`config.mk`:
```
export PLATFORM = sky130hd
export DESIGN_NAME = debug_status_flags
export DESIGN_NICKNAME = d
export VERILOG_FILES = /design/src/debug_flags_pkg.sv /design/src/debug_status_flags.sv /design/src/level_sync.sv
export SDC_FILE = /design/constraint.sdc
export NUM_CORES = 1
export LEC_CHECK = 0
export BUFFER_PORTS_ARGS = -buffer_cell sky130_fd_sc_hd__buf_4
export CORE_MARGIN = 3
export CORE_UTILIZATION = 48
export CTS_CLUSTER_SIZE = 12
export DETAILED_ROUTE_END_ITERATION = 7
export GPL_ROUTABILITY_DRIVEN = 0
export HOLD_SLACK_MARGIN = 0.15
export MAX_ROUTING_LAYER = met4
export PLACE_DENSITY = 0.75
export SETUP_SLACK_MARGIN = 0.3
export SLEW_MARGIN = 25
export SYNTH_ARGS = -nofsm -noshare
export SYNTH_HDL_FRONTEND = slang
export SYNTH_SLANG_ARGS = --single-unit
```
`constraint.sdc`:
```
create_clock -name clk_in -period 1.71 [get_ports clk_in]
set_input_delay 0.2565 -clock clk_in [delete_from_list [all_inputs] [get_ports clk_in]]
set_output_delay 0.2565 -clock clk_in [all_outputs]
set_load 0.1 [all_outputs]
```
`src/debug_flags_pkg.sv`:
```
// constants, register map and carrier types of the debug status flag block
package debug_flags_pkg;

	////////////////////////////////////////////////////////////////////////////////
	// register indices as printed; byte address is four times the index
	localparam logic [7:0]  IDX_STATUS_SECOND = 8'h02;
	localparam logic [7:0]  IDX_DEBUG_ADDRESS = 8'h04;
	localparam logic [7:0]  IDX_IRQ_STATUS    = 8'h08;
	localparam logic [7:0]  IDX_IRQ_MASK      = 8'h09;

	////////////////////////////////////////////////////////////////////////////////
	// field positions of the second status register
	localparam int          BIT_PROTECTED     = 0;
	localparam int          BIT_PROBE         = 1;
	localparam int          BIT_DIRTY0        = 2;
	localparam int          BIT_DIRTY1        = 3;
	localparam int          BIT_HOT_PLUG      = 4;
	localparam int          STATUS_WIDTH      = 8;

	// event bits of the interrupt status and mask registers
	localparam int          EVT_PROBE         = 0;
	localparam int          EVT_HOT_PLUG_LOST = 1;
	localparam int          EVT_DIRTY0        = 2;
	localparam int          EVT_COUNT         = 4;

	////////////////////////////////////////////////////////////////////////////////
	// reset values
	localparam logic        RESET_HOT_PLUG    = 1'b1;
	localparam logic [31:0] RESET_ADDRESS     = 32'h0000_0000;
	localparam logic [3:0]  RESET_IRQ         = 4'h0;

	// cycles the synchronised protection input needs before it is captured
	localparam logic [1:0]  PROTECTED_STATE_CAPTURE_WAIT = 2'h2;

	// bus answers
	localparam logic [1:0]  RESP_OKAY         = 2'h0;
	localparam logic [1:0]  RESP_SLVERR       = 2'h2;
	localparam int          CHANNEL_COUNT     = 2;

	////////////////////////////////////////////////////////////////////////////////
	// carriers
	typedef struct packed {
		logic       hot_plug_enabled;
		logic [1:0] channel_dirty;
		logic       probe_present;
		logic       protected_state;
	} status_flags_type;

	typedef struct packed {
		logic [1:0] write_strobe;
		logic [1:0] read_strobe;
	} channel_strobe_type;

endpackage : debug_flags_pkg

```
`src/debug_status_flags.sv`:
```
// debug status flags with AXI4-Lite register access and interrupt
//
// What this block does
// - the hot-plug flag in bit 4 of the second status register reads one while hot-plugging is enabled.
// - the hot-plug flag is cleared as soon as the serial wire clock pin is given another function.
// - once cleared, the hot-plug flag is set again only by power-on or external reset, never by software.
// - the probe-present flag in bit 1 sets when a debug probe is detected and is cleared only by power-on or external reset.
// - the protected flag in bit 0 is loaded after power-on or external reset from the protection state and held until the next such reset.
// - each channel dirty flag, bits 3 and 2, sets whenever its channel data register is written without a module reset in the same cycle.
// - each channel dirty flag clears whenever its channel data register is read in a cycle with no write to it.
// - writes to the second status register are ignored; flags move only by hardware.
// - the second status register sits at index 0x0002 with the hot-plug flag resetting to one.
`timescale 1ns/10ps
`default_nettype none

module debug_status_flags
#(
	parameter int ADDR_WIDTH = 8
)
(
	// clock and reset (power-on or external)
	input  wire logic                                  clk_in,
	input  wire logic                                  rst_n_in,
	// module reset from the control register
	input  wire logic                                  module_reset_in,
	// asynchronous conditions
	input  wire logic                                  probe_detected_in,
	input  wire logic                                  protected_device_in,
	input  wire logic                                  swclk_function_changed_in,
	// channel data register strobes
	input  wire debug_flags_pkg::channel_strobe_type   channel_strobe_in,
	// axi4-lite write address
	input  wire logic [ADDR_WIDTH-1:0]                 s_axi_awaddr_in,
	input  wire logic                                  s_axi_awvalid_in,
	output logic                                       s_axi_awready_out,
	// axi4-lite write data
	input  wire logic [31:0]                           s_axi_wdata_in,
	input  wire logic [3:0]                            s_axi_wstrb_in,
	input  wire logic                                  s_axi_wvalid_in,
	output logic                                       s_axi_wready_out,
	// axi4-lite write response
	output logic [1:0]                                 s_axi_bresp_out,
	output logic                                       s_axi_bvalid_out,
	input  wire logic                                  s_axi_bready_in,
	// axi4-lite read address
	input  wire logic [ADDR_WIDTH-1:0]                 s_axi_araddr_in,
	input  wire logic                                  s_axi_arvalid_in,
	output logic                                       s_axi_arready_out,
	// axi4-lite read data
	output logic [31:0]                                s_axi_rdata_out,
	output logic [1:0]                                 s_axi_rresp_out,
	output logic                                       s_axi_rvalid_out,
	input  wire logic                                  s_axi_rready_in,
	// flags and address towards the rest of the unit
	output debug_flags_pkg::status_flags_type          status_flags_out,
	output logic [31:0]                                debug_address_out,
	// interrupt
	output logic                                       irq_out
);

	localparam int EVT_W = debug_flags_pkg::EVT_COUNT;

	typedef struct packed {
		debug_flags_pkg::status_flags_type flags;
		logic                              protected_state_loaded;
		logic [1:0]                        protected_state_wait;
		logic [EVT_W-1:0]                  irq_status;
		logic [EVT_W-1:0]                  irq_mask;
		logic [31:0]                       address;
		logic                              aw_full;
		logic [ADDR_WIDTH-1:0]             aw_addr;
		logic                              w_full;
		logic [31:0]                       w_data;
		logic [3:0]                        w_strb;
		logic                              aw_ready;
		logic                              w_ready;
		logic                              b_valid;
		logic [1:0]                        b_resp;
		logic                              ar_ready;
		logic                              r_valid;
		logic [31:0]                       r_data;
		logic [1:0]                        r_resp;
		logic                              irq;
	} block_state_type;

	block_state_type state;
	block_state_type next_state;

	logic [2:0]      sync_levels;
	logic            probe_seen;
	logic            protected_state_level;
	logic            swclk_changed;

	initial
	begin
		if (ADDR_WIDTH < 6 || ADDR_WIDTH > 10)
			$error("debug_status_flags: ADDR_WIDTH must lie in 6..10");
	end

	////////////////////////////////////////////////////////////////////////////////
	// pin conditions pass two flip-flops first
	level_sync
	#(
		.WIDTH    (3)
	)
	u_pin_sync
	(
		.clk_in   (clk_in),
		.rst_n_in (rst_n_in),
		.async_in ({swclk_function_changed_in, protected_device_in, probe_detected_in}),
		.sync_out (sync_levels)
	);

	assign probe_seen    = sync_levels[0];
	assign protected_state_level    = sync_levels[1];
	assign swclk_changed = sync_levels[2];

	////////////////////////////////////////////////////////////////////////////////
	// helpers
	function automatic logic [31:0] merge_bytes(input logic [31:0] old_value,
		input logic [31:0] new_value, input logic [3:0] strb);
		logic [31:0] result;
		result = old_value;
		for (int b = 0; b < 4; b++)
		begin
			if (strb[b])
				result[b*8 +: 8] = new_value[b*8 +: 8];
		end
		return result;
	endfunction : merge_bytes

	function automatic logic [31:0] status_word(input debug_flags_pkg::status_flags_type f);
		logic [31:0] w;
		w = 32'h0000_0000;
		w[debug_flags_pkg::BIT_PROTECTED] = f.protected_state;
		w[debug_flags_pkg::BIT_PROBE]     = f.probe_present;
		w[debug_flags_pkg::BIT_DIRTY0]    = f.channel_dirty[0];
		w[debug_flags_pkg::BIT_DIRTY1]    = f.channel_dirty[1];
		w[debug_flags_pkg::BIT_HOT_PLUG]  = f.hot_plug_enabled;
		return w;
	endfunction : status_word

	////////////////////////////////////////////////////////////////////////////////
	// next state
	always_comb
	begin
		logic [EVT_W-1:0]          events;
		logic [EVT_W-1:0]          w1c;
		logic [ADDR_WIDTH-3:0]     w_index;
		logic [ADDR_WIDTH-3:0]     r_index;
		logic                      do_write;
		events     = '0;
		w1c        = '0;
		w_index    = state.aw_addr[ADDR_WIDTH-1:2];
		r_index    = s_axi_araddr_in[ADDR_WIDTH-1:2];
		do_write   = 1'b0;
		next_state = state;

		// hot plug drops when the clock pin changes function; only reset raises it
		if (swclk_changed && state.flags.hot_plug_enabled)
		begin
			next_state.flags.hot_plug_enabled = 1'b0;
			events[debug_flags_pkg::EVT_HOT_PLUG_LOST] = 1'b1;
		end

		// probe presence is sticky with no clear path
		if (probe_seen && !state.flags.probe_present)
		begin
			next_state.flags.probe_present = 1'b1;
			events[debug_flags_pkg::EVT_PROBE] = 1'b1;
		end

		// protection is captured once after power-up, once the synchroniser has settled
		if (!state.protected_state_loaded)
		begin
			if (state.protected_state_wait == debug_flags_pkg::PROTECTED_STATE_CAPTURE_WAIT)
			begin
				next_state.flags.protected_state = protected_state_level;
				next_state.protected_state_loaded           = 1'b1;
			end
			else
				next_state.protected_state_wait = state.protected_state_wait + 2'h1;
		end

		// channel dirty: a write in the same cycle as a read wins
		for (int c = 0; c < debug_flags_pkg::CHANNEL_COUNT; c++)
		begin
			if (channel_strobe_in.write_strobe[c])
			begin
				next_state.flags.channel_dirty[c] = 1'b1;
				events[debug_flags_pkg::EVT_DIRTY0 + c] = 1'b1;
			end
			else if (channel_strobe_in.read_strobe[c])
				next_state.flags.channel_dirty[c] = 1'b0;
		end

		// write channel: address and data taken in either order
		if (s_axi_awvalid_in && state.aw_ready)
		begin
			next_state.aw_full = 1'b1;
			next_state.aw_addr = s_axi_awaddr_in;
		end
		if (s_axi_wvalid_in && state.w_ready)
		begin
			next_state.w_full = 1'b1;
			next_state.w_data = s_axi_wdata_in;
			next_state.w_strb = s_axi_wstrb_in;
		end
		if (state.b_valid && s_axi_bready_in)
			next_state.b_valid = 1'b0;

		if (state.aw_full && state.w_full && !state.b_valid)
		begin
			do_write           = 1'b1;
			next_state.aw_full = 1'b0;
			next_state.w_full  = 1'b0;
			next_state.b_valid = 1'b1;
			next_state.b_resp  = debug_flags_pkg::RESP_OKAY;
			case (w_index)
				debug_flags_pkg::IDX_STATUS_SECOND[ADDR_WIDTH-3:0]:
					next_state.b_resp = debug_flags_pkg::RESP_OKAY;
				debug_flags_pkg::IDX_DEBUG_ADDRESS[ADDR_WIDTH-3:0]:
					next_state.address = merge_bytes(state.address, state.w_data, state.w_strb);
				debug_flags_pkg::IDX_IRQ_STATUS[ADDR_WIDTH-3:0]:
					w1c = state.w_strb[0] ? state.w_data[EVT_W-1:0] : '0;
				debug_flags_pkg::IDX_IRQ_MASK[ADDR_WIDTH-3:0]:
				begin
					if (state.w_strb[0])
						next_state.irq_mask = state.w_data[EVT_W-1:0];
				end
				default:
					next_state.b_resp = debug_flags_pkg::RESP_SLVERR;
			endcase
		end

		// sticky events: a set in the clearing cycle survives
		next_state.irq_status = (state.irq_status & ~w1c) | events;

		// read channel: one outstanding read, answered the cycle after it is taken
		if (state.r_valid && s_axi_rready_in)
		begin
			next_state.r_valid  = 1'b0;
			next_state.ar_ready = 1'b1;
		end
		if (s_axi_arvalid_in && state.ar_ready)
		begin
			next_state.ar_ready = 1'b0;
			next_state.r_valid  = 1'b1;
			next_state.r_resp   = debug_flags_pkg::RESP_OKAY;
			case (r_index)
				debug_flags_pkg::IDX_STATUS_SECOND[ADDR_WIDTH-3:0]:
					next_state.r_data = status_word(state.flags);
				debug_flags_pkg::IDX_DEBUG_ADDRESS[ADDR_WIDTH-3:0]:
					next_state.r_data = state.address;
				debug_flags_pkg::IDX_IRQ_STATUS[ADDR_WIDTH-3:0]:
					next_state.r_data = {{(32-EVT_W){1'b0}}, state.irq_status};
				debug_flags_pkg::IDX_IRQ_MASK[ADDR_WIDTH-3:0]:
					next_state.r_data = {{(32-EVT_W){1'b0}}, state.irq_mask};
				default:
				begin
					next_state.r_data = 32'h0000_0000;
					next_state.r_resp = debug_flags_pkg::RESP_SLVERR;
				end
			endcase
		end

		// module reset spares the hot-plug, probe and protection flags
		if (module_reset_in)
		begin
			next_state.flags.channel_dirty = 2'h0;
			next_state.irq_status          = debug_flags_pkg::RESET_IRQ;
			next_state.irq_mask            = debug_flags_pkg::RESET_IRQ;
			next_state.address             = debug_flags_pkg::RESET_ADDRESS;
		end

		next_state.aw_ready = !next_state.aw_full && !(do_write && next_state.b_valid && state.b_valid);
		next_state.w_ready  = !next_state.w_full;
		next_state.irq      = |(next_state.irq_status & next_state.irq_mask);
	end

	////////////////////////////////////////////////////////////////////////////////
	// state register
	always_ff @(posedge clk_in)
	begin
		if (!rst_n_in)
		begin
			state                        <= '0;
			state.flags.hot_plug_enabled <= debug_flags_pkg::RESET_HOT_PLUG;
			state.irq_status             <= debug_flags_pkg::RESET_IRQ;
			state.irq_mask               <= debug_flags_pkg::RESET_IRQ;
			state.address                <= debug_flags_pkg::RESET_ADDRESS;
			state.aw_ready               <= 1'b1;
			state.w_ready                <= 1'b1;
			state.ar_ready               <= 1'b1;
			state.b_resp                 <= debug_flags_pkg::RESP_OKAY;
			state.r_resp                 <= debug_flags_pkg::RESP_OKAY;
		end
		else
			state <= next_state;
	end

	////////////////////////////////////////////////////////////////////////////////
	// outputs
	assign s_axi_awready_out = state.aw_ready;
	assign s_axi_wready_out  = state.w_ready;
	assign s_axi_bvalid_out  = state.b_valid;
	assign s_axi_bresp_out   = state.b_resp;
	assign s_axi_arready_out = state.ar_ready;
	assign s_axi_rvalid_out  = state.r_valid;
	assign s_axi_rdata_out   = state.r_data;
	assign s_axi_rresp_out   = state.r_resp;
	assign status_flags_out  = state.flags;
	assign debug_address_out = state.address;
	assign irq_out           = state.irq;

endmodule : debug_status_flags

`default_nettype wire

```
`src/level_sync.sv`:
```
// two-stage synchroniser for asynchronous level inputs
`timescale 1ns/10ps
`default_nettype none

module level_sync
#(
	parameter int WIDTH = 1
)
(
	// clock and reset
	input  wire logic             clk_in,
	input  wire logic             rst_n_in,
	// levels
	input  wire logic [WIDTH-1:0] async_in,
	output logic      [WIDTH-1:0] sync_out
);

	typedef struct packed {
		logic [WIDTH-1:0] stage1;
		logic [WIDTH-1:0] stage2;
	} sync_state_type;

	sync_state_type state;
	sync_state_type next_state;

	initial
	begin
		if (WIDTH < 1)
			$error("level_sync: WIDTH must be at least 1");
	end

	// the first stage feeds only the second
	always_comb
	begin
		next_state.stage1 = async_in;
		next_state.stage2 = state.stage1;
	end

	always_ff @(posedge clk_in)
	begin
		if (!rst_n_in)
			state <= '0;
		else
			state <= next_state;
	end

	assign sync_out = state.stage2;

endmodule : level_sync

`default_nettype wire

```
==> flow_metrics.py, run 1 <==
metrics = {
    "pwr": {
        "ir_drop_mv": 1.137,
        "switching_power_uw": 1966,
        "internal_power_uw": 6281,
        "leakagePower_uw": 0.003378,
        "p_comb_frac": 0.112,
        "switching_share": 0.2384,
        "p_per_area_nw_per_um2": 1037,
        "p_clk_frac": 0.471,
        "fin_total_pwr_uw": 8247,
        "seq_power_share": 0.417,
    },
    "placement": {
        "portBuffers": 139,
        "placed_cells_incl_taps": 836,
        "dp_hpwl_mm": 9.405,
        "place_ws_ns": -0.03601,
    },
    "sta": {
        "drv_slew": 0,
        "fin_crit_sh": 0.9427,
        "worst_clock_skew_ns": 0.006576,
        "hold_violations": 0,
        "finalSetupViolCount": 0,
        "fmax_ghz": 0.6203,
        "rsz0062_at_grt": "yes",
        "worst_slack_ns": 0.09791,
        "fin_crit_ns": 1.612,
        "whs_ns": 0.1672,
    },
    "finish": {
        "nets": 836,
        "area_delta_synth_final_pct": 36.92,
        "finalNonFillerCells": 925,
        "nFillCells": 868,
        "drive_gt1_frac": 0.3547,
        "finalCoreUtilization": 0.6844,
    },
    "route": {
        "drt_wl_total_mm": 14.45,
        "vias": 4788,
        "drt_iter0_drc": 283,
        "ant_nets": 0,
        "post_drt_via_cell_ratio": 5.176,
        "drt_pass1_iterations": 4,
        "drc": 0,
        "post_drt_wl_per_cell_um": 15.62,
    },
    "critical_path": {
        "endpoint_kind": "flop",
        "required_ns": 2.01,
        "cp_slowest_cell": "dfxtp_4",
        "crit_path_max_incr_delay_ns": 0.36,
        "path_buf_inv": 1,
        "rrSetupSlack_ns": 0.1,
        "worstPathArrival_ns": 1.91,
        "path_cells": "and4bb_2, nand4_1, buf_6, mux2i_4, o32ai_2, o31a_1",
        "r2r_start": "state[84]",
        "crit_fanout": 5,
        "crit_type": "reg -> reg",
        "cp-start-kind": "flop",
        "startpoint": "state[84]",
        "critPathTopFamily": "compound AO/OA/AOI/OAI gates",
    },
    "floorplanning": {
        "pin_count": 146,
        "die_w_um": 116.0,
        "coreArea_um2": 11610,
        "die_h_um": 116.0,
        "die_area_um2": 13450,
        "initial_utilization": 0.4999,
        "row_count": 39,
    },
    "global_route": {
        "gr-usage-all-layers": 0.2209,
        "grt_antenna_before_repair": 0,
        "grt_pass1_wl_mm": 22.75,
        "grt_overflow": 0,
        "grt_pass1_vias": 4795,
        "grt_max_degree": 45,
    },
    "yosys": {
        "ys_seq_elements": 138,
        "synth_top_cell_area_share": 0.4759,
        "avgSynthCellArea_um2": 9.057,
        "syn-cell-area_um2": 5806,
        "synth-seq-area-share": 0.4759,
        "yosysTopAreaCell": "dfxtp_1",
        "syn_inst": 641,
        "yosysWarnings": 0,
        "yosysUniqueCellTypes": 43,
        "synthTopCellsByArea": "dfxtp_1 48%, buf_4 9.8%, mux2i_1 7.1%",
    },
    "job": {
        "maxCapViolCount": 0,
    },
    "cts": {
        "clk_pin_slew_ns": 0.06,
        "cts_sinks": 138,
        "htree_num_levels": 4,
        "root_buffer": "clkbuf_16",
        "cts_inserted_buffers": 17,
        "cts_tree": "done",
        "cts_buffer_depth": 2,
        "clk_latency_ns": 0.41,
    },
    "outcome": {
        "outcome": "finished clean",
    },
    "worst_hold_path": {
        "holdCritPathClass": "in -> reg",
        "worstHoldStart": "s_axi_awvalid_in",
    },
}
[routing by layer]
layer,vias to the layer above,share of wire,GRT usage
li1,2325,-,-
met1,2275,0.41,0.2558
met2,160,0.51,0.3709
met3,28,0.050,0.04543
met4,0,0.023,0.09513
met5,-,0,-
[cell usage after synthesis, drive strengths merged]
library cell,number
conb,1
a211oi,1
a31oi,1
nand3b,1
nor3b,1
o31a,2
nand4,5
nor3,9
or2,1
or3,1
or4b,1
a221o,4
ha,1
nand2b,6
nor4b,1
and4bb,1
buf,83
and3b,1
nand3,34
o21ai,4
nor2,58
mux2i,41
o32ai,2
xnor2,2
a22oi,5
and2,8
inv,7
nand2,113
a21oi,77
clkbuf,25
nor2b,4
a221oi,1
dfxtp,138
and3,1
[through the flow]
stage / instance area, um2 / TNS (ns)
6_report: 7949 / 0
5_1_grt: 7946 / 0
4_1_cts: 7861 / 0
3_5_place_dp: 6631 / -0.06487
3_3_place_gp: 6631 / 0
2_1_floorplan: 5932 / -0.04141
[placed cells by master, fill, tap and decap left out, types with 2 or more instances in the layout]
cell type and n:
nand2b_1 5, nand2_1 109, nor2_1 57, clkinv_2 5, buf_6 9, a21oi_1 56
a21oi_2 21, mux2i_4 3, clkbuf_16 18, dfxtp_4 4, dlygate4sd3_1 51, nand3_1 7
a221o_2 4, mux2i_1 36, bufinv_16 4, inv_1 6, xnor2_1 2, nor3_1 7
dfxtp_1 132, nand2_8 4, o21ai_0 4, dfxtp_2 2, nor2b_1 4, nand4_1 5
buf_12 7, a22oi_1 4, conb_1 2, buf_4 147, clkinvlp_4 2, and2_1 7
mux2i_2 2, nand3_2 27
[area by class of cell]
cell class / instances / area (um2) / share of cell area
Clock buffer: 20 / 467.9 / 0.05887
Antenna cell: 1 / 2.502 / 0.0003148
Inverter: 7 / 26.28 / 0.003306
Timing Repair Buffer: 215 / 1871 / 0.2353
Multi-Input combinational cell: 389 / 2454 / 0.3087
Clock inverter: 12 / 168.9 / 0.02125
Sequential cell: 138 / 2780 / 0.3498
Tap cell: 143 / 178.9 / 0.02251
[cells by family after synthesis]
group | count (synthesis) | synth area share
buffers and inverters | 115 | 0.1330
XOR/XNOR | 2 | 0.003018
other | 1 | 0.0006459
AND/OR/NAND/NOR | 246 | 0.2075
AO/OA/AOI/OAI | 97 | 0.1071
flip-flops | 138 | 0.4759
multiplexers | 41 | 0.07069
adder cells (fa/ha/maj) | 1 | 0.002155
[worst paths after layout]
check                                 to  depth (start not counted)
setup / recovery                 irq_out                          6
hold / removal                 state[86]                          3
hold reg to reg   u_pin_sync.sync_out[0]                          1
setup reg to reg                 irq_out                          6
[sequential cells by signal (all words and copies together), names as in the netlist]
name                   flops
irq_out                    1
status_flags_out           5
u_pin_sync.sync_out        3
s_axi_arready_out          1
s_axi_rvalid_out           1
s_axi_rdata_out           32
u_pin_sync.next_state      3
s_axi_awready_out          1
debug_address_out         32
s_axi_bvalid_out           1
s_axi_wready_out           1
state                     55
s_axi_bresp_out            1
s_axi_rresp_out            1
[power groups by stage]
stage / sequential, uW / clock, uW / combinational (uW)
2_1_floorplan: 3550 / 0 / 483
6_report: 3440 / 3880 / 925
3_5_place_dp: 3500 / 0 / 814
5_1_grt: 3450 / 4080 / 997
4_1_cts: 3430 / 3920 / 914
3_3_place_gp: 3490 / 0 / 794
[tightest hold or removal path, stage by stage]
cell and delay (ns):
buf_4 0.14, nand3_1 0.08, a21oi_1 0.05
[repair_timing]
action                                 in CTS  in global routing
setup endpoints to repair                  35                 41
hold buffers                               51                  0
pin swaps                                   3                  6
buffers inserted                            2                  3
endpoints found under the hold margin      54                  0
cloned                                      0                  0
gates resized for setup                    13                 17
Power figures use the tool's default switching activity.
==> run 2: changes to the inputs <==
--- a/config.mk
+++ b/config.mk
@@ -6,6 +6,7 @@
 export NUM_CORES = 1
 export LEC_CHECK = 0
 export BUFFER_PORTS_ARGS = -buffer_cell sky130_fd_sc_hd__buf_4
+export CORE_ASPECT_RATIO = 1.5
 export CORE_MARGIN = 3
 export CORE_UTILIZATION = 48
 export CTS_CLUSTER_SIZE = 12
==> run 2 against run 1 <==
Effect of this change: routed wire length decreased by 2.5%; power decreased by 2.5%; setup slack improved by 0.032 ns; sequential power about the same; critical path depth unchanged; combinational power decreased by 0.5%; register-to-register slack improved by 0.03 ns; clock power decreased by 5.2%; non-clock buffer count unchanged; largest cell class unchanged.
==> flow_metrics.py, run 2 (synthesis gave the netlist of run 1 again) <==
metrics = {
    "outcome": {
        "outcome": "finished clean",
    },
    "sta": {
        "fmax_ghz": 0.6329,
        "fin_crit_sh": 0.9240,
        "worst_clock_skew_ns": 0.008749,
        "fin_crit_ns": 1.580,
        "drv_slew": 0,
        "rsz0062_at_grt": "yes",
        "hold_violations": 0,
        "tns_ns": 0,
        "finalSetupViolCount": 0,
    },
    "critical_path": {
        "path_buf_inv": 1,
        "crit_fanout": 4,
        "crit_path_max_incr_delay_ns": 0.32,
        "crit_type": "reg -> reg",
        "worstPathArrival_ns": 1.93,
        "required_ns": 2.06,
        "critPathTopFamily": "compound AO/OA/AOI/OAI gates",
        "cp_slowest_cell": "dfxtp_2",
        "endpoint_kind": "flop",
        "cp-start-kind": "flop",
        "path_cells": "and4bb_2, nand4_1, buf_6, mux2i_4, o32ai_2, o31a_1",
    },
    "route": {
        "drt_pass1_iterations": 4,
        "vias": 4699,
        "wl_met2_mm": 7.783,
        "drt_wl_total_mm": 14.09,
        "highest_layer": "met4",
        "post_drt_via_cell_ratio": 5.047,
        "post_drt_wl_per_cell_um": 15.13,
        "ant_nets": 0,
        "met3WireLength_um": 616,
        "drt_iter0_drc": 185,
        "wl_met1_mm": 5.360,
        "drc": 0,
    },
    "pwr": {
        "p_per_area_nw_per_um2": 1012,
        "seq_power_share": 0.428,
        "switching_power_uw": 1966,
        "leakagePower_uw": 0.003363,
        "p_comb_frac": 0.115,
        "internal_power_uw": 6073,
        "ir_drop_mv": 0.8569,
        "switching_share": 0.2446,
        "p_clk_frac": 0.458,
    },
    "global_route": {
        "grt_pass1_vias": 4682,
        "grt_antenna_before_repair": 0,
        "grt_overflow": 0,
        "grt_pass1_wl_mm": 22.18,
        "grt_max_degree": 46,
        "gr-usage-all-layers": 0.2173,
    },
    "floorplanning": {
        "pin_count": 146,
        "die_area_um2": 13480,
        "die_w_um": 95.80,
        "initial_utilization": 0.4983,
        "coreArea_um2": 11650,
        "row_count": 48,
        "die_h_um": 140.7,
    },
    "cts": {
        "cts_buffer_depth": 2,
        "cts_tree": "done",
        "clk_latency_ns": 0.41,
        "clk_pin_slew_ns": 0.06,
        "cts_sinks": 138,
        "root_buffer": "clkbuf_16",
        "htree_num_levels": 4,
        "cts_inserted_buffers": 17,
    },
    "finish": {
        "finalCoreUtilization": 0.6815,
        "nets": 836,
        "top_register": "state",
        "n_antenna_cell": 0,
        "largest_reg_flops": 55,
        "nFillCells": 863,
        "final_common_cell": "buf_4",
        "finalNonFillerCells": 931,
        "drive_gt1_frac": 0.3624,
        "area_delta_synth_final_pct": 36.77,
        "layout_common_cells": "147 x buf_4, 129 x dfxtp_1, 109 x nand2_1",
    },
    "job": {
        "maxCapViolCount": 0,
    },
    "worst_hold_path": {
        "holdCritPathClass": "in -> reg",
    },
    "placement": {
        "portBuffers": 139,
        "dp_hpwl_mm": 9.516,
        "placed_cells_incl_taps": 846,
    },
}
run 2: changes by cell type in the layout (fill, tap and decap cells not counted), sizes merged:
cell,previous run,this run
clkinv,6,5
diode,1,0
clkbuf,20,22
bufinv,4,2
inv,7,8
run 2: tightest hold or removal path: stages:
cell	delay, ns
buf_4	0.11
inv_1	0.04
a21oi_1	0.06
nor2_1	0.07
run 2: final timing paths:
| kind | start | to | slack [ns] | cells past startpoint |
|---|---|---|---|---|
| hold / removal | channel_strobe_in[0] | status_flags_out[2] | 0.16 | 4 |
| hold reg to reg | u_pin_sync.next_state[1] | u_pin_sync.sync_out[1] | 0.43 | 1 |
| setup reg to reg | state[83] | irq_out | 0.13 | 6 |
| setup / recovery | state[83] | irq_out | 0.13 | 6 |
run 2: what timing repair did:
action	4_1_cts	5_1_grt
gates resized for setup	12	22
setup buffers	1	1
setup endpoints to repair	34	42
pin swaps	3	5
hold buffers	51	0
endpoints found under the hold margin	53	0
run 2: cell type report:
| class | count | area [um2] | share of cell area |
|---|---|---|---|
| clock inverter | 10 | 112.6 | 0.01418 |
| multi-input combinational | 389 | 2470 | 0.3111 |
| tap | 150 | 187.7 | 0.02364 |
| inverter | 7 | 26.28 | 0.003309 |
| sequential | 138 | 2781 | 0.3503 |
| timing repair buffer | 215 | 1867 | 0.2351 |
| clock buffer | 22 | 495.5 | 0.06240 |
run 2: power groups by stage:
stage | sequential (uW) | clock [uW] | combinational (uW)
detailed placement | 3500 | 0 | 813
global route | 3450 | 3880 | 1000
finish | 3440 | 3680 | 920
global placement | 3490 | 0 | 787
CTS | 3430 | 3720 | 915
floorplan | 3550 | 0 | 483
run 2: metrics by stage:
step / hold WS, ns / setup WS (ns) / power (uW) / area [um2]
floorplan: 0.3739 / -0.04141 / 4030 / 5932
global placement: 0.4134 / 0.01508 / 4273 / 6663
detailed placement: 0.4179 / -0.06382 / 4309 / 6663
CTS: 0.1524 / 0.1388 / 8064 / 7854
global route: 0.1587 / 0.04094 / 8339 / 7940
finish: 0.1596 / 0.1300 / 8039 / 7940
run 2: layer usage:
metal | vias to the layer above | GRT usage
met5 | - | -
met4 | 0 | 0.08546
met3 | 27 | 0.05179
met2 | 127 | 0.3834
met1 | 2229 | 0.2282
li1 | 2316 | -
